<file path="src/bfp_pkg.sv">
// Package with constants and carrier types for the bridge fault protection.
package bfp_pkg;
  localparam int unsigned REF_CLK_HZ      = 40_000_000;
  localparam int unsigned DEAD_BAND_NS    = 1500;
  // Least time, so the count rounds up.
  localparam int unsigned DEAD_BAND_CYC   =
    (DEAD_BAND_NS * (REF_CLK_HZ / 1_000_000) + 999) / 1000;
  localparam int unsigned SYNC_STAGES     = 2;
  localparam int unsigned NUM_FLAGS       = 4;
  localparam int unsigned NUM_OUTS        = 4;
  localparam int unsigned FLAG_THERM_TRIP = 0;
  localparam int unsigned FLAG_THERM_REL  = 1;
  localparam int unsigned FLAG_OVERCUR    = 2;
  localparam int unsigned FLAG_SUPPLY_LOW = 3;
  localparam logic [NUM_FLAGS-1:0] FLAGS_RST  = 4'h0;
  localparam logic [NUM_OUTS-1:0]  OUTS_OFF   = 4'h0;

  typedef struct packed {
    logic supply_low;
    logic overcurrent;
    logic thermal_release;
    logic thermal_trip;
  } bfp_flags_t;

  typedef struct packed {
    logic thermal_trip;
    logic supply_low_lockout;
    logic overcurrent_trip;
  } bfp_status_t;

  typedef enum logic [1:0] {
    BFP_RUN     = 2'b00,
    BFP_OC_LATCH = 2'b01,
    BFP_SLEEP   = 2'b10
  } bfp_oc_state_t;
endpackage

</file>
<file path="src/bfp_fault_protect.sv">
// Fault protection logic that forces the bridge outputs off on faults.
`timescale 1ns/100ps
// Notes on behaviour
// - While the over-temperature flag is high every bridge output is off.
// - After a thermal trip, outputs return only once the release flag is high and the trip flag is low.
// - An accepted over-current turns all outputs off and latches the fault.
// - Over-current pulses shorter than the dead band are ignored.
// - Sleep input low then high clears the over-current latch.
// - A power-on reset also clears the over-current latch.
// - While the supply-low flag is high all outputs are held off.
// - The supply lockout releases by itself once the flag drops.
module bfp_fault_protect
  import bfp_pkg::*;
#(
  parameter int unsigned DEAD_BAND = DEAD_BAND_CYC
) (
  // Clock and reset
  input  wire logic                        I_REF_CLK,
  input  wire logic                        I_NRST,
  // Comparator flags, asynchronous
  input  wire bfp_pkg::bfp_flags_t         I_FLAGS,
  // Host control
  input  wire logic                        I_SLEEP_CONTROL_INPUT_N,
  input  wire logic [bfp_pkg::NUM_OUTS-1:0] I_DRIVE,
  // Bridge outputs and status
  output logic      [bfp_pkg::NUM_OUTS-1:0] O_BRIDGE,
  output logic                             O_DISABLE,
  output bfp_pkg::bfp_status_t             O_STATUS
);
  import bfp_pkg::*;

  localparam int unsigned CW = $clog2(DEAD_BAND + 1);
  localparam logic [CW-1:0] CNT_ZERO = '0;
  localparam logic [CW-1:0] CNT_ONE  = CW'(1);
  localparam logic [CW-1:0] CNT_MAX  = CW'(DEAD_BAND);

  bfp_flags_t         flags_s;
  logic               sleep_n_s;
  logic [NUM_OUTS-1:0] drive_s;

  // Flags, sleep and drive come from pins, so all are synchronised.
  bfp_sync #(.WIDTH(NUM_FLAGS), .RST_VAL(FLAGS_RST)) u_flag_sync (
    .clk   (I_REF_CLK),
    .rst_n (I_NRST),
    .d     (I_FLAGS),
    .q     (flags_s)
  );

  bfp_sync #(.WIDTH(NUM_OUTS + 1), .RST_VAL('0)) u_ctl_sync (
    .clk   (I_REF_CLK),
    .rst_n (I_NRST),
    .d     ({I_SLEEP_CONTROL_INPUT_N, I_DRIVE}),
    .q     ({sleep_n_s, drive_s})
  );

  logic               therm_reg;
  logic               therm_next;
  logic               lowsup_reg;
  logic               lowsup_next;
  logic [CW-1:0]      db_cnt_reg;
  logic [CW-1:0]      db_cnt_next;
  bfp_oc_state_t      oc_state_reg;
  bfp_oc_state_t      oc_state_next;
  logic               oc_hit;
  logic               dis_next;
  logic [NUM_OUTS-1:0] bridge_next;
  bfp_status_t        status_next;

  // Thermal hysteresis: trip sets, only the release flag clears.
  always_comb begin
    therm_next = therm_reg;
    if (flags_s.thermal_trip) begin
      therm_next = 1'b1;
    end else if (flags_s.thermal_release) begin
      therm_next = 1'b0;
    end
  end

  // Supply lockout follows the flag with no memory.
  always_comb begin
    lowsup_next = flags_s.supply_low;
  end

  // Dead band filter; counting stops at the limit.
  always_comb begin
    db_cnt_next = CNT_ZERO;
    if (flags_s.overcurrent) begin
      if (db_cnt_reg == CNT_MAX) begin
        db_cnt_next = db_cnt_reg;
      end else begin
        db_cnt_next = db_cnt_reg + CNT_ONE;
      end
    end
    oc_hit = flags_s.overcurrent && (db_cnt_reg == CNT_MAX - CNT_ONE);
  end

  // Over-current latch; only a sleep pulse or reset clears it.
  always_comb begin
    oc_state_next = oc_state_reg;
    case (oc_state_reg)
      BFP_RUN: begin
        if (!sleep_n_s) begin
          oc_state_next = BFP_SLEEP;
        end else if (oc_hit) begin
          oc_state_next = BFP_OC_LATCH;
        end
      end
      BFP_OC_LATCH: begin
        if (!sleep_n_s) begin
          oc_state_next = BFP_SLEEP;
        end
      end
      BFP_SLEEP: begin
        if (sleep_n_s) begin
          oc_state_next = BFP_RUN;
        end
      end
      default: begin
        oc_state_next = BFP_OC_LATCH;
      end
    endcase
  end

  // Sleep also turns the bridge off; it is not counted as a fault.
  always_comb begin
    status_next.thermal_trip       = therm_next;
    status_next.supply_low_lockout = lowsup_next;
    status_next.overcurrent_trip   = (oc_state_next == BFP_OC_LATCH);
    dis_next = therm_next | lowsup_next |
               (oc_state_next == BFP_OC_LATCH);
    if (dis_next || oc_state_next == BFP_SLEEP) begin
      bridge_next = OUTS_OFF;
    end else begin
      bridge_next = drive_s;
    end
  end

  // Reset leaves the latch clear, which is the power-on clearing path.
  always_ff @(posedge I_REF_CLK or negedge I_NRST) begin
    if (!I_NRST) begin
      therm_reg    <= 1'b0;
      lowsup_reg   <= 1'b0;
      db_cnt_reg   <= CNT_ZERO;
      oc_state_reg <= BFP_RUN;
      O_BRIDGE     <= OUTS_OFF;
      O_DISABLE    <= 1'b0;
      O_STATUS     <= '0;
    end else begin
      therm_reg    <= therm_next;
      lowsup_reg   <= lowsup_next;
      db_cnt_reg   <= db_cnt_next;
      oc_state_reg <= oc_state_next;
      O_BRIDGE     <= bridge_next;
      O_DISABLE    <= dis_next;
      O_STATUS     <= status_next;
    end
  end
endmodule

</file>
<file path="src/bfp_sync.sv">
// Two-stage synchronizer for a vector of asynchronous levels.
`timescale 1ns/100ps
module bfp_sync #(
  parameter int unsigned WIDTH = 4,
  parameter logic [WIDTH-1:0] RST_VAL = '0
) (
  // Clock and reset
  input  wire logic             clk,
  input  wire logic             rst_n,
  // Data
  input  wire logic [WIDTH-1:0] d,
  output logic      [WIDTH-1:0] q
);
  logic [WIDTH-1:0] meta_reg;
  logic [WIDTH-1:0] meta_next;
  logic [WIDTH-1:0] q_next;

  always_comb begin
    meta_next = d;
    q_next    = meta_reg;
  end

  always_ff @(posedge clk or negedge rst_n) begin
    if (!rst_n) begin
      meta_reg <= RST_VAL;
      q        <= RST_VAL;
    end else begin
      meta_reg <= meta_next;
      q        <= q_next;
    end
  end
endmodule

</file>
<file path="config.mk">
export PLATFORM = sky130hd
export DESIGN_NAME = bfp_fault_protect
export DESIGN_NICKNAME = d
export VERILOG_FILES = /design/src/bfp_pkg.sv /design/src/bfp_fault_protect.sv /design/src/bfp_sync.sv
export SDC_FILE = /design/constraint.sdc
export NUM_CORES = 1
export LEC_CHECK = 0
export BUFFER_PORTS_ARGS = -buffer_cell sky130_fd_sc_hd__buf_4
export CORE_MARGIN = 1
export CORE_UTILIZATION = 53
export CTS_CLUSTER_DIAMETER = 50
export CTS_CLUSTER_SIZE = 25
export DETAILED_ROUTE_END_ITERATION = 6
export PLACE_DENSITY = 0.8
export RECOVER_POWER = 25
export SYNTH_ARGS = -nofsm -noshare
export SYNTH_HDL_FRONTEND = slang
export SYNTH_SLANG_ARGS = --single-unit
</file>
<file path="constraint.sdc">
create_clock -name I_REF_CLK -period 2.2 [get_ports I_REF_CLK]
set_clock_uncertainty 0.1 [all_clocks]
set_input_delay 0 -clock I_REF_CLK [delete_from_list [all_inputs] [get_ports I_REF_CLK]]
set_output_delay 0 -clock I_REF_CLK [all_outputs]
set_load 0.01 [all_outputs]
</file>
Yosys cells after proc, flatten, opt, wreduce, memory -nomap -nowiden
Cells that the tools add are included.
Storage, ports and cells
  input bits: 11
  flip-flop bits (word level): 34
  latch bits: 0
  output and inout port bits: 8
  ROM bits: 0
  memory bits (writable): 0
  memories kept: 0
Operators by class
  add/sub/neg operators: 1
  equal/unequal tests: 7
  magnitude comparators: 0
  bitwise operators: 2
  reduce and logical (&&, ||, !) cells: 3
  multiplexer cells: 10
  div/mod/pow operators: 0
  multiply operators: 0
  shifts and indexed selects: 0
Operators with widths (count)
  $eq A6 B6 Y1 const B: 2
  $mux W6: 2
  $mux W2: 4
  $add A6 B1 Y6 const B: 1
  $pmux W2 S3: 1
  $eq A2 B1 Y1 const B: 2
  $eq A2 B2 Y1 const B: 2
  $mux W4: 1
  $logic_not A2 Y1: 1
  $mux W1: 2
  $ne A2 B2 Y1 const B: 1
  $or A1 B1 Y1: 2
  $logic_and A1 B1 Y1: 1
  $logic_or A1 B1 Y1: 1

Depth between registers and ports, before layout
Gate-level depths: netlist of run 1.
  depth after elaboration: 9
  mapped depth: 4

By module
Synthesis of run 1 repeated with hierarchy kept, for this count alone.
Second synthesis, totals
  cells, all modules: 81
  area, all modules: 1177.4 um^2
Modules (own cells, without submodules)
  bfp_fault_protect: seq. area each 400.4 um^2, cells each 63, times used 1, area each 726.9 um^2
  bfp_sync at u_ctl_sync: seq. area each 250.2 um^2, cells each 10, times used 1, area each 250.2 um^2
  bfp_sync at u_flag_sync: seq. area each 200.2 um^2, cells each 8, times used 1, area each 200.2 um^2

Worst setup path before layout of run 1
OpenSTA, ideal clock, no wires.
  path kind: reg2reg
  start: reg db_cnt_reg[0]
  end: reg O_DISABLE
  path slack: 624 ps
  period minus slack after synthesis: 1576 ps
  buffers on the path: 0
  cell stages (with the launch flop): 5
  data arrival time: 1345 ps
  library setup time: 131 ps
  cell sequence: dfrtp_1 ha_1 and4bb_1 o221a_4 or3_1
On the way
  cells in the longest elaborated chain, start to end: 7
RTL lines
  start, declared: RTL line bfp_fault_protect.sv:60  | logic [CW-1:0] db_cnt_reg;
  start signal, assigned: RTL line bfp_fault_protect.sv:151  | db_cnt_reg <= db_cnt_next;
  $eq A6 B6 Y1: RTL line bfp_fault_protect.sv:94  | oc_hit = flags_s.overcurrent && (db_cnt_reg == CNT_MAX - CNT_ONE);
  $logic_and A1 B1 Y1: RTL line bfp_fault_protect.sv:94
  $mux W2: RTL line bfp_fault_protect.sv:104  | end else if (oc_hit) begin
  $mux W2: RTL line bfp_fault_protect.sv:102  | if (!sleep_n_s) begin
  $pmux W2 S3: RTL line bfp_fault_protect.sv:100  | case (oc_state_reg)
  named net oc_state_next[0]: RTL line bfp_fault_protect.sv:63  | bfp_oc_state_t oc_state_next;
  $eq A2 B1 Y1: RTL line bfp_fault_protect.sv:130  | (oc_state_next == BFP_OC_LATCH);
  $or A1 B1 Y1: RTL line bfp_fault_protect.sv:129  | dis_next = therm_next | lowsup_next |
  named net dis_next: RTL line bfp_fault_protect.sv:65  | logic dis_next;
  end signal, assigned: RTL line bfp_fault_protect.sv:154  | O_DISABLE <= dis_next;
  end, declared: RTL line bfp_fault_protect.sv:27  | output logic O_DISABLE,
The timed path passes the listed nets, and every way through them passes these cells.
A chain may end at the register's enable or synchronous reset.

Worst setup path in the final report of run 1
Same ends and word-level chain as after synthesis.

==> results of run 1 <==
-- layer usage --
layer	vias up	track usage
met5	-	0
met4	0	0.0686
met3	0	0.0786
met2	26	0.338
met1	343	0.187
li1	328	-
-- cells by family (layout without fill, tap and decap cells) --
kind of cell,count (synthesis),count (layout),synth area share
muxes,3,3,0.0261
xor gates and xnor gates,1,1,0.00763
buffers and inverters,5,39,0.0207
adders and majority gates,2,2,0.0218
DFF,34,34,0.741
AOI/OAI and AO/OA,10,10,0.0697
and+or+nand+nor,20,20,0.113
-- placed cells by master (no fill, tap or decap), types with 2 or more instances in the layout --
cell type and count:
mux2i_1 3, o21ai_0 3, nand2_1 5, nand3_1 3, inv_1 3, nor4b_1 4
nand2b_1 2, clkbuf_1 2, buf_4 9, dfrtp_1 34, dlygate4sd3_1 10, ha_1 2
clkbuf_4 14, a31oi_1 2, and3_2 2
-- metrics by stage --
step	power [W]	cell area, µm²	utilization	hold slack (ns)
after global placement	0.000731	1310	0.652	-0.148
final	0.00116	1480	0.739	0.0455
after floorplan	0.000698	1150	-	-0.396
after CTS	0.00117	1480	0.739	0.0508
after detailed placement	0.000736	1310	0.652	-0.140
after global routing	0.00121	1480	0.739	0.0532
-- critical path: cells and delay by family (launching register included) --
| family | cells | cell delay (ns) |
|---|---|---|
| DFF | 1 | 0.42 |
| AOI/OAI and AO/OA | 1 | 0.25 |
| and+or+nand+nor | 2 | 0.56 |
| adders and majority gates | 1 | 0.25 |
-- power by group through the flow --
stage               logic (W)  clock network (W)  registers (W)
floorplan           0.0000228                  0       0.000675
global placement    0.0000540                  0       0.000677
detailed placement  0.0000562                  0       0.000679
CTS                 0.0000706           0.000432       0.000667
global route        0.0000772           0.000466       0.000671
finish              0.0000682           0.000422       0.000667
-- worst max-delay path by stage --
| stage | endpoint | startpoint | slack (ns) | cells past startpoint |
|---|---|---|---|---|
| after floorplan | O_DISABLE$_DFF_PN0_ | db_cnt_reg[0]$_DFFE_PN0P_ | 0.62 | 4 |
| after detailed placement | O_DISABLE$_DFF_PN0_ | db_cnt_reg[0]$_DFFE_PN0P_ | 0.54 | 4 |
| final | O_DISABLE$_DFF_PN0_ | db_cnt_reg[0]$_DFFE_PN0P_ | 0.52 | 4 |
| after CTS | O_DISABLE$_DFF_PN0_ | db_cnt_reg[0]$_DFFE_PN0P_ | 0.52 | 4 |
| after global placement | O_DISABLE$_DFF_PN0_ | db_cnt_reg[0]$_DFFE_PN0P_ | 0.59 | 4 |
| after global routing | O_BRIDGE[3]$_DFF_PN0_ | db_cnt_reg[0]$_DFFE_PN0P_ | 0.42 | 4 |
-- timing repair --
action,in CTS,in global routing
hold buffers,10,0
endpoints found under the hold margin,43,0
setup buffers,0,0
resized for setup,0,0
-- layout make-up --
class                           instances  area, µm²  area share
Clock buffer                            7       45.0      0.0304
Clock inverter                          1       30.0      0.0203
Inverter                                3       11.3     0.00761
Multi-Input combinational cell         36        274       0.185
Sequential cell                        34        851       0.575
Tap cell                               27       33.8      0.0228
Timing Repair Buffer                   28        235       0.159
==> impl_results.md, run 1 <==
* Status: completed
* Met2 WL at between 1000 and 1500 µm
* Crit path max fanout at 6
* Critical Path, Cell by Cell: ha_1 > and4bb_1 > o221a_4 > or3_1
* Vias/cell at 5.13
* Sequential share of power at 0.576
* DR iter-0 viols at 13
* Post-synth EDFFs at 0
* Mapped Cells at 75
* Max reg flops at 6
* Nets at roughly 120
* Post-synthesis instance area at approximately 0.0011 mm²
* Clock Path Buffers at 2
* CP Class: reg2reg
* Final Hold Fails at 0
* Final non-filler cell total at between 100 and 150
* Max incr delay on CP at 0.42 ns
* Layout area overhead at 28.9%
* Clk sinks at 34
* Die H at 48.6 µm
* Num rows at 16
* First-pass GRT wire length at 3080 µm
* Sum of negative setup slack at 0 ns
* Total grt overflow at 0
* RSZ-0062 raised after global routing: false
* Logic pwr share at 0.059
* Critical path data required time at 2.30 ns
* Via count at between 600 and 700
* RePlAce Congestion at between 0.7 and 0.8
* Critical Path End Type: flop
* Leak at 0.701 nW
* Post-Place Setup Slack at 0.537 ns
* Flop2flop setup slack at around 0.52 ns
* Initial antenna violation count at 0
* Worst min path class: in2async
* Sw Share at 0.196
* Die X at 48.6 µm
* Initial core utilization at 0.574
* Dpl cells at 118
* Core area at 0.00200 mm²
* Die ar. at 0.00236 mm²
* FMAX at 594 MHz
* Post-synth top cells: 34 x dfrtp_1, 5 x nand2_1, 4 x nor4b_1
* Uppermost routed layer: met3
* Synth area leaders: dfrtp_1 74%, nor4b_1 3.1%, mux2i_1 2.6%, ha_1 2.2%, o221a_4 1.7%
* Root Driver: clkbuf_4
* Minimum clock period at 1.68 ns
* Normalized max-slew margin at 0.736
* Critical path's slowest cell: dfrtp_1
* Top-count cell post-synth: dfrtp_1
* Largest net degree at the start of global routing at 35
* Max Cap Viol at 0
* Post-synth top area share at 0.741
* DRC at 0
* Worst EP arrival at 1.78 ns
* Yosys warns at 0
* Period utilization at 0.765
* Post-detail-place hpwl at 1150 µm
* Antenna diodes at 0
* Pins Over Slew Limit at 0
* CTS tree: yes
* Wl on met1 at 696 µm
* Share of cells above drive strength 1 at 0.266
* Worst setup SP type: flop
* Vias in the first global route at 732
* Unique cell type count in the Yosys netlist at 23
* Fill cell count at 133
* Num CTS Buffers at 5
* Reg2Reg Depth at 4
* Post-synth ARST share at 1.00
* # setup viols final at 0
* NetSw at around 0.00023 W
* Boundary Pins at 19
* Critical R2R Capture: O_DISABLE$_DFF_PN0_
* Clock share of power at 0.365
* Register area share after synthesis at 0.741
* Peak supply drop at around 0.0006 V
* Pwr/cell area at 782 mW/mm²
* Total global-route track usage at 0.186
* R2r startpoint: db_cnt_reg[0]$_DFFE_PN0P_
* Primary FF master, synth: dfrtp_1
* Leading area contributor after synthesis: dfrtp_1
* H-tree depth at 2
* Final critical-path setup slack at 0.516 ns
* Worst-path clk slew at 0.09 ns
* Synthesized flop and latch total at 34
* Net Count, Synth at between 80 and 90
* Routed wire length at 1790 µm
* Pre-antenna DRT Iters at 4
* Clock Latency Late Sink at 0.31 ns
* WL met3 at 85 µm
* Syn_area_per_cell at about 15 µm²
* Slew @ Worst Pin at slightly below 0.4 ns
* Post-route ant nets at 0
* Per-cell routed wire length at 13.2 µm
* I/O Buffers at 18
* Int Pwr at 0.000930 W
(Power assumes the default switching activity.)
==> inputs of run 2 (changes only) <==
--- a/config.mk
+++ b/config.mk
@@ -5,13 +5,14 @@
 export SDC_FILE = /design/constraint.sdc
 export NUM_CORES = 1
 export LEC_CHECK = 0
+export ABC_AREA = 1
 export BUFFER_PORTS_ARGS = -buffer_cell sky130_fd_sc_hd__buf_4
 export CORE_MARGIN = 1
-export CORE_UTILIZATION = 53
+export CORE_UTILIZATION = 48
 export CTS_CLUSTER_DIAMETER = 50
 export CTS_CLUSTER_SIZE = 25
 export DETAILED_ROUTE_END_ITERATION = 6
-export PLACE_DENSITY = 0.8
+export PLACE_DENSITY = 0.76
 export RECOVER_POWER = 25
 export SYNTH_ARGS = -nofsm -noshare
 export SYNTH_HDL_FRONTEND = slang
==> constraint.sdc (replaced) <==
create_clock -name I_REF_CLK -period 1.4 [get_ports I_REF_CLK]
set_clock_uncertainty 0.1 [all_clocks]
set_input_delay 0 -clock I_REF_CLK [delete_from_list [all_inputs] [get_ports I_REF_CLK]]
set_output_delay 0 -clock I_REF_CLK [all_outputs]
set_load 0.01 [all_outputs]
==> run 2 against run 1 <==
Power grew 51%; clock power grew 35%; die area rose by 11%; setup slack got worse by 0.47 ns; wire length increased by 15%; flip-flop and latch count unchanged; sequential power rose by 57%; synthesized area is 1.3% higher; count of clock-buffer cells in the layout down 1; final cell count rose by 19%; worst hold slack better by 0.12 ns; synthesized cell count grew 27%.
==> impl_results.md, run 2 <==
* Status: completed
* Top-count cell post-synth: dfrtp_1
* Max incr delay on CP at 0.46 ns (+0.04 ns)
* Unique cell type count in the Yosys netlist at 19 (-17%)
* Post-synth top area share at 0.731 (-0.00956)
* Vias/cell at 4.55 (-11%)
* Final Hold Fails at 0 (unchanged)
* Max Cap Viol at 0 (unchanged)
* CP bufs+invs at 0 (unchanged)
* Crit path to: O_BRIDGE[3]$_DFF_PN0_
* Pins Over Slew Limit at 0 (unchanged)
* NetSw at 0.000416 W (+83%)
* Net Count, Synth at 108 (+23%)
* Mapped Cells at 95 (+27%)
* Root Driver: clkbuf_4
* Crit path max fanout at 4 (-2)
* Die X at 51.2 µm (+5.5%)
* Initial core utilization at 0.516 (-0.0577)
* Post-detail-place hpwl at 1240 µm (+8.0%)
* Boundary Pins at 19 (unchanged)
* Worst EP arrival at 1.53 ns (-0.25 ns)
* H-tree depth at 2 (unchanged)
* Worst Setup SP: db_cnt_reg[1]$_DFFE_PN0P_
* Post-synth top cells: 34 x dfrtp_1, 16 x inv_1, 11 x nand2_1
* Per-cell routed wire length at 12.7 µm (-3.2%)
* Routed wire length at 2060 µm (+15%)
* Register area share after synthesis at 0.731 (-0.00956)
* Leak at 0.770 nW (+9.8%)
* First-pass GRT wire length at 3370 µm (+9.4%)
* Clk sinks at 34 (unchanged)
* Primary FF master, synth: dfrtp_1
* Flop2flop setup slack at 0.05 ns (-0.47 ns)
* Synthesized flop and latch total at 34 (unchanged)
* Synth area leaders: dfrtp_1 73%, inv_1 5.2%, nand2_1 3.5%, nor2_1 2.3%, ha_1 2.2%
* Peak supply drop at 0.000944 V (+58%)
* Final non-filler cell total at 162 (+19%)
* Critical Path End Type: flop
* Die ar. at 0.00263 mm² (+11%)
* Critical path data required time at 1.57 ns (-0.73 ns)
* Critical Path, Cell by Cell: ha_4 > nand2_2 > nor2_1 > nand2_1 > nand2_2 > nand2_4 > nand3_4 > nor2_1
* CTS tree: yes
* Post-route ant nets at 0 (unchanged)
* Sequential share of power at 0.597 (+0.021)
* Worst path top cell family by delay: simple AND/OR/NAND/NOR gates
* Nets at 146 (+21%)
* Normalized max-slew margin at 0.472 (-0.264)
* RSZ-0062 raised after global routing: true
* Share of cells above drive strength 1 at 0.351 (+0.0847)
* Int Pwr at 0.00134 W (+44%)
* FMAX at 739 MHz (+25%)
* DRC at 0 (unchanged)
* Sum of negative setup slack at 0 ns (unchanged)
* Clock Path Buffers at 2 (unchanged)
* Vias in the first global route at 739 (+0.96%)
* Syn_area_per_cell at 12.2 µm² (-20%)
* Pre-antenna DRT Iters at 4 (unchanged)
* Reg2Reg Depth at 8 (+4)
* Total grt overflow at 0 (unchanged)
* Most frequent cells in the layout: 32 x dfrtp_1, 16 x inv_1, 14 x clkbuf_4
* Initial antenna violation count at 0 (unchanged)
* Pwr/cell area at 1130 mW/mm² (+44%)
* CP Class: reg2reg
* Minimum clock period at 1.35 ns (-0.331 ns)
* Yosys warns at 0 (unchanged)
* Post-synth ARST share at 1.00 (unchanged)
* # setup viols final at 0 (unchanged)
* R2r startpoint: db_cnt_reg[1]$_DFFE_PN0P_
* Total global-route track usage at 0.199 (+0.0138)
* Commonest non-fill, non-tap cell in the layout: dfrtp_1
* Clock share of power at 0.325 (-0.040)
* Dpl cells at 141 (+19%)
* Critical path's slowest cell: dfrtp_2
* Sw Share at 0.237 (+0.0411)
* Max reg flops at 6 (unchanged)
* Via count at 737 (+5.7%)
* Clock Latency Late Sink at 0.34 ns (+0.03 ns)
* Worst-path clk slew at 0.10 ns (about the same)
* Worst setup SP type: flop
* Num CTS Buffers at 5 (unchanged)
* Logic pwr share at 0.078 (+0.019)
* DR iter-0 viols at 7 (-6)
* Die H at 51.2 µm (+5.5%)
* Layout area overhead at 33.7%
* Slew @ Worst Pin at 0.792 ns (+0.396 ns)
* Core area at 0.00225 mm² (+13%)
* Num rows at 17 (+1)
* Crit path depth at 8 (+4)
* RePlAce Congestion at 0.843 (+12%)
* Post-synthesis instance area at 0.00116 mm² (+1.3%)
* Largest net degree at the start of global routing at 35 (unchanged)
* I/O Buffers at 18 (unchanged)
* Post-synth EDFFs at 0 (unchanged)
* Critical R2R Capture: O_BRIDGE[3]$_DFF_PN0_
* Fill cell count at 166 (+25%)
* Antenna diodes at 0 (unchanged)
* Period utilization at 0.966 (+0.201)
* Worst min path class: in2async
* Leading area contributor after synthesis: dfrtp_1
## run 2: layer usage
| layer | vias up | share of wire | GRT usage |
|---|---|---|---|
| met1 | 354 | 0.40 | 0.211 |
| met2 | 16 | 0.54 | 0.331 |
| met4 | 0 | 0.026 | 0.122 |
| met5 | - | 0 | 0 |
| li1 | 362 | - | - |
| met3 | 5 | 0.033 | 0.0804 |
## run 2: power by group through the flow
stage	clock network [W]	logic (W)	registers [W]
2_1_floorplan	0	0.0000361	0.00106
3_3_place_gp	0	0.0000936	0.00106
3_5_place_dp	0	0.0000974	0.00106
4_1_cts	0.000582	0.000129	0.00104
5_1_grt	0.000622	0.000152	0.00105
6_report	0.000569	0.000137	0.00105
## run 2: cells by family after synthesis
logic type / after synthesis / synth area share
adders and majority gates: 2 / 0.0215
and+or+nand+nor: 29 / 0.124
AOI/OAI and AO/OA: 11 / 0.0591
DFF: 34 / 0.731
buffers and inverters: 19 / 0.0645
## run 2: worst reg2reg max path, cell delays in order (launching register included)
cell and delay, ns:
dfrtp_2 0.46, ha_4 0.18, nand2_2 0.06, nor2_1 0.03
nand2_1 0.09, nand2_2 0.08, nand2_4 0.10, nand3_4 0.08
nor2_1 0.10
## run 2: what timing repair did
action                                  CTS  global route
setup buffers                             2             1
endpoints found under the setup margin    4             7
hold buffers                             10             0
resized for setup                         1             9
pin swaps                                 0             1
endpoints found under the hold margin    43             0
## run 2: final cells by class
type	count	area [µm²]	share of cell area
Clock buffer	6	51.3	0.0330
Clock inverter	2	12.5	0.00805
Inverter	18	67.6	0.0434
Multi-Input combinational cell	42	273	0.175
Sequential cell	34	853	0.549
Tap cell	28	35.0	0.0225
Timing Repair Buffer	32	263	0.169
## run 2: worst min-delay path by stage
stage	start	endpoint	slack, ns	cells after the start
floorplan	I_NRST	O_BRIDGE[0]$_DFF_PN0_	-0.40	0
global placement	I_NRST	db_cnt_reg[3]$_DFFE_PN0P_	-0.15	1
detailed placement	I_NRST	db_cnt_reg[2]$_DFFE_PN0P_	-0.14	1
CTS	I_NRST	db_cnt_reg[1]$_DFFE_PN0P_	0.03	2
global route	I_FLAGS[2]	u_flag_sync.meta_reg[2]$_DFF_PN0_	0.20	2
finish	I_NRST	db_cnt_reg[3]$_DFFE_PN0P_	0.17	2
## run 2: per-stage QoR
step | utilization | setup slack [ns] | instance area, µm² | hold WS, ns | power (W)
2_1_floorplan | - | 0.155 | 1160 | -0.396 | 0.00110
3_3_place_gp | 0.592 | 0.105 | 1330 | -0.146 | 0.00115
3_5_place_dp | 0.592 | 0.0308 | 1330 | -0.141 | 0.00116
4_1_cts | 0.672 | 0.0312 | 1520 | 0.0268 | 0.00175
5_1_grt | 0.690 | -0.0348 | 1560 | 0.203 | 0.00183
6_report | 0.690 | 0.0474 | 1560 | 0.167 | 0.00175
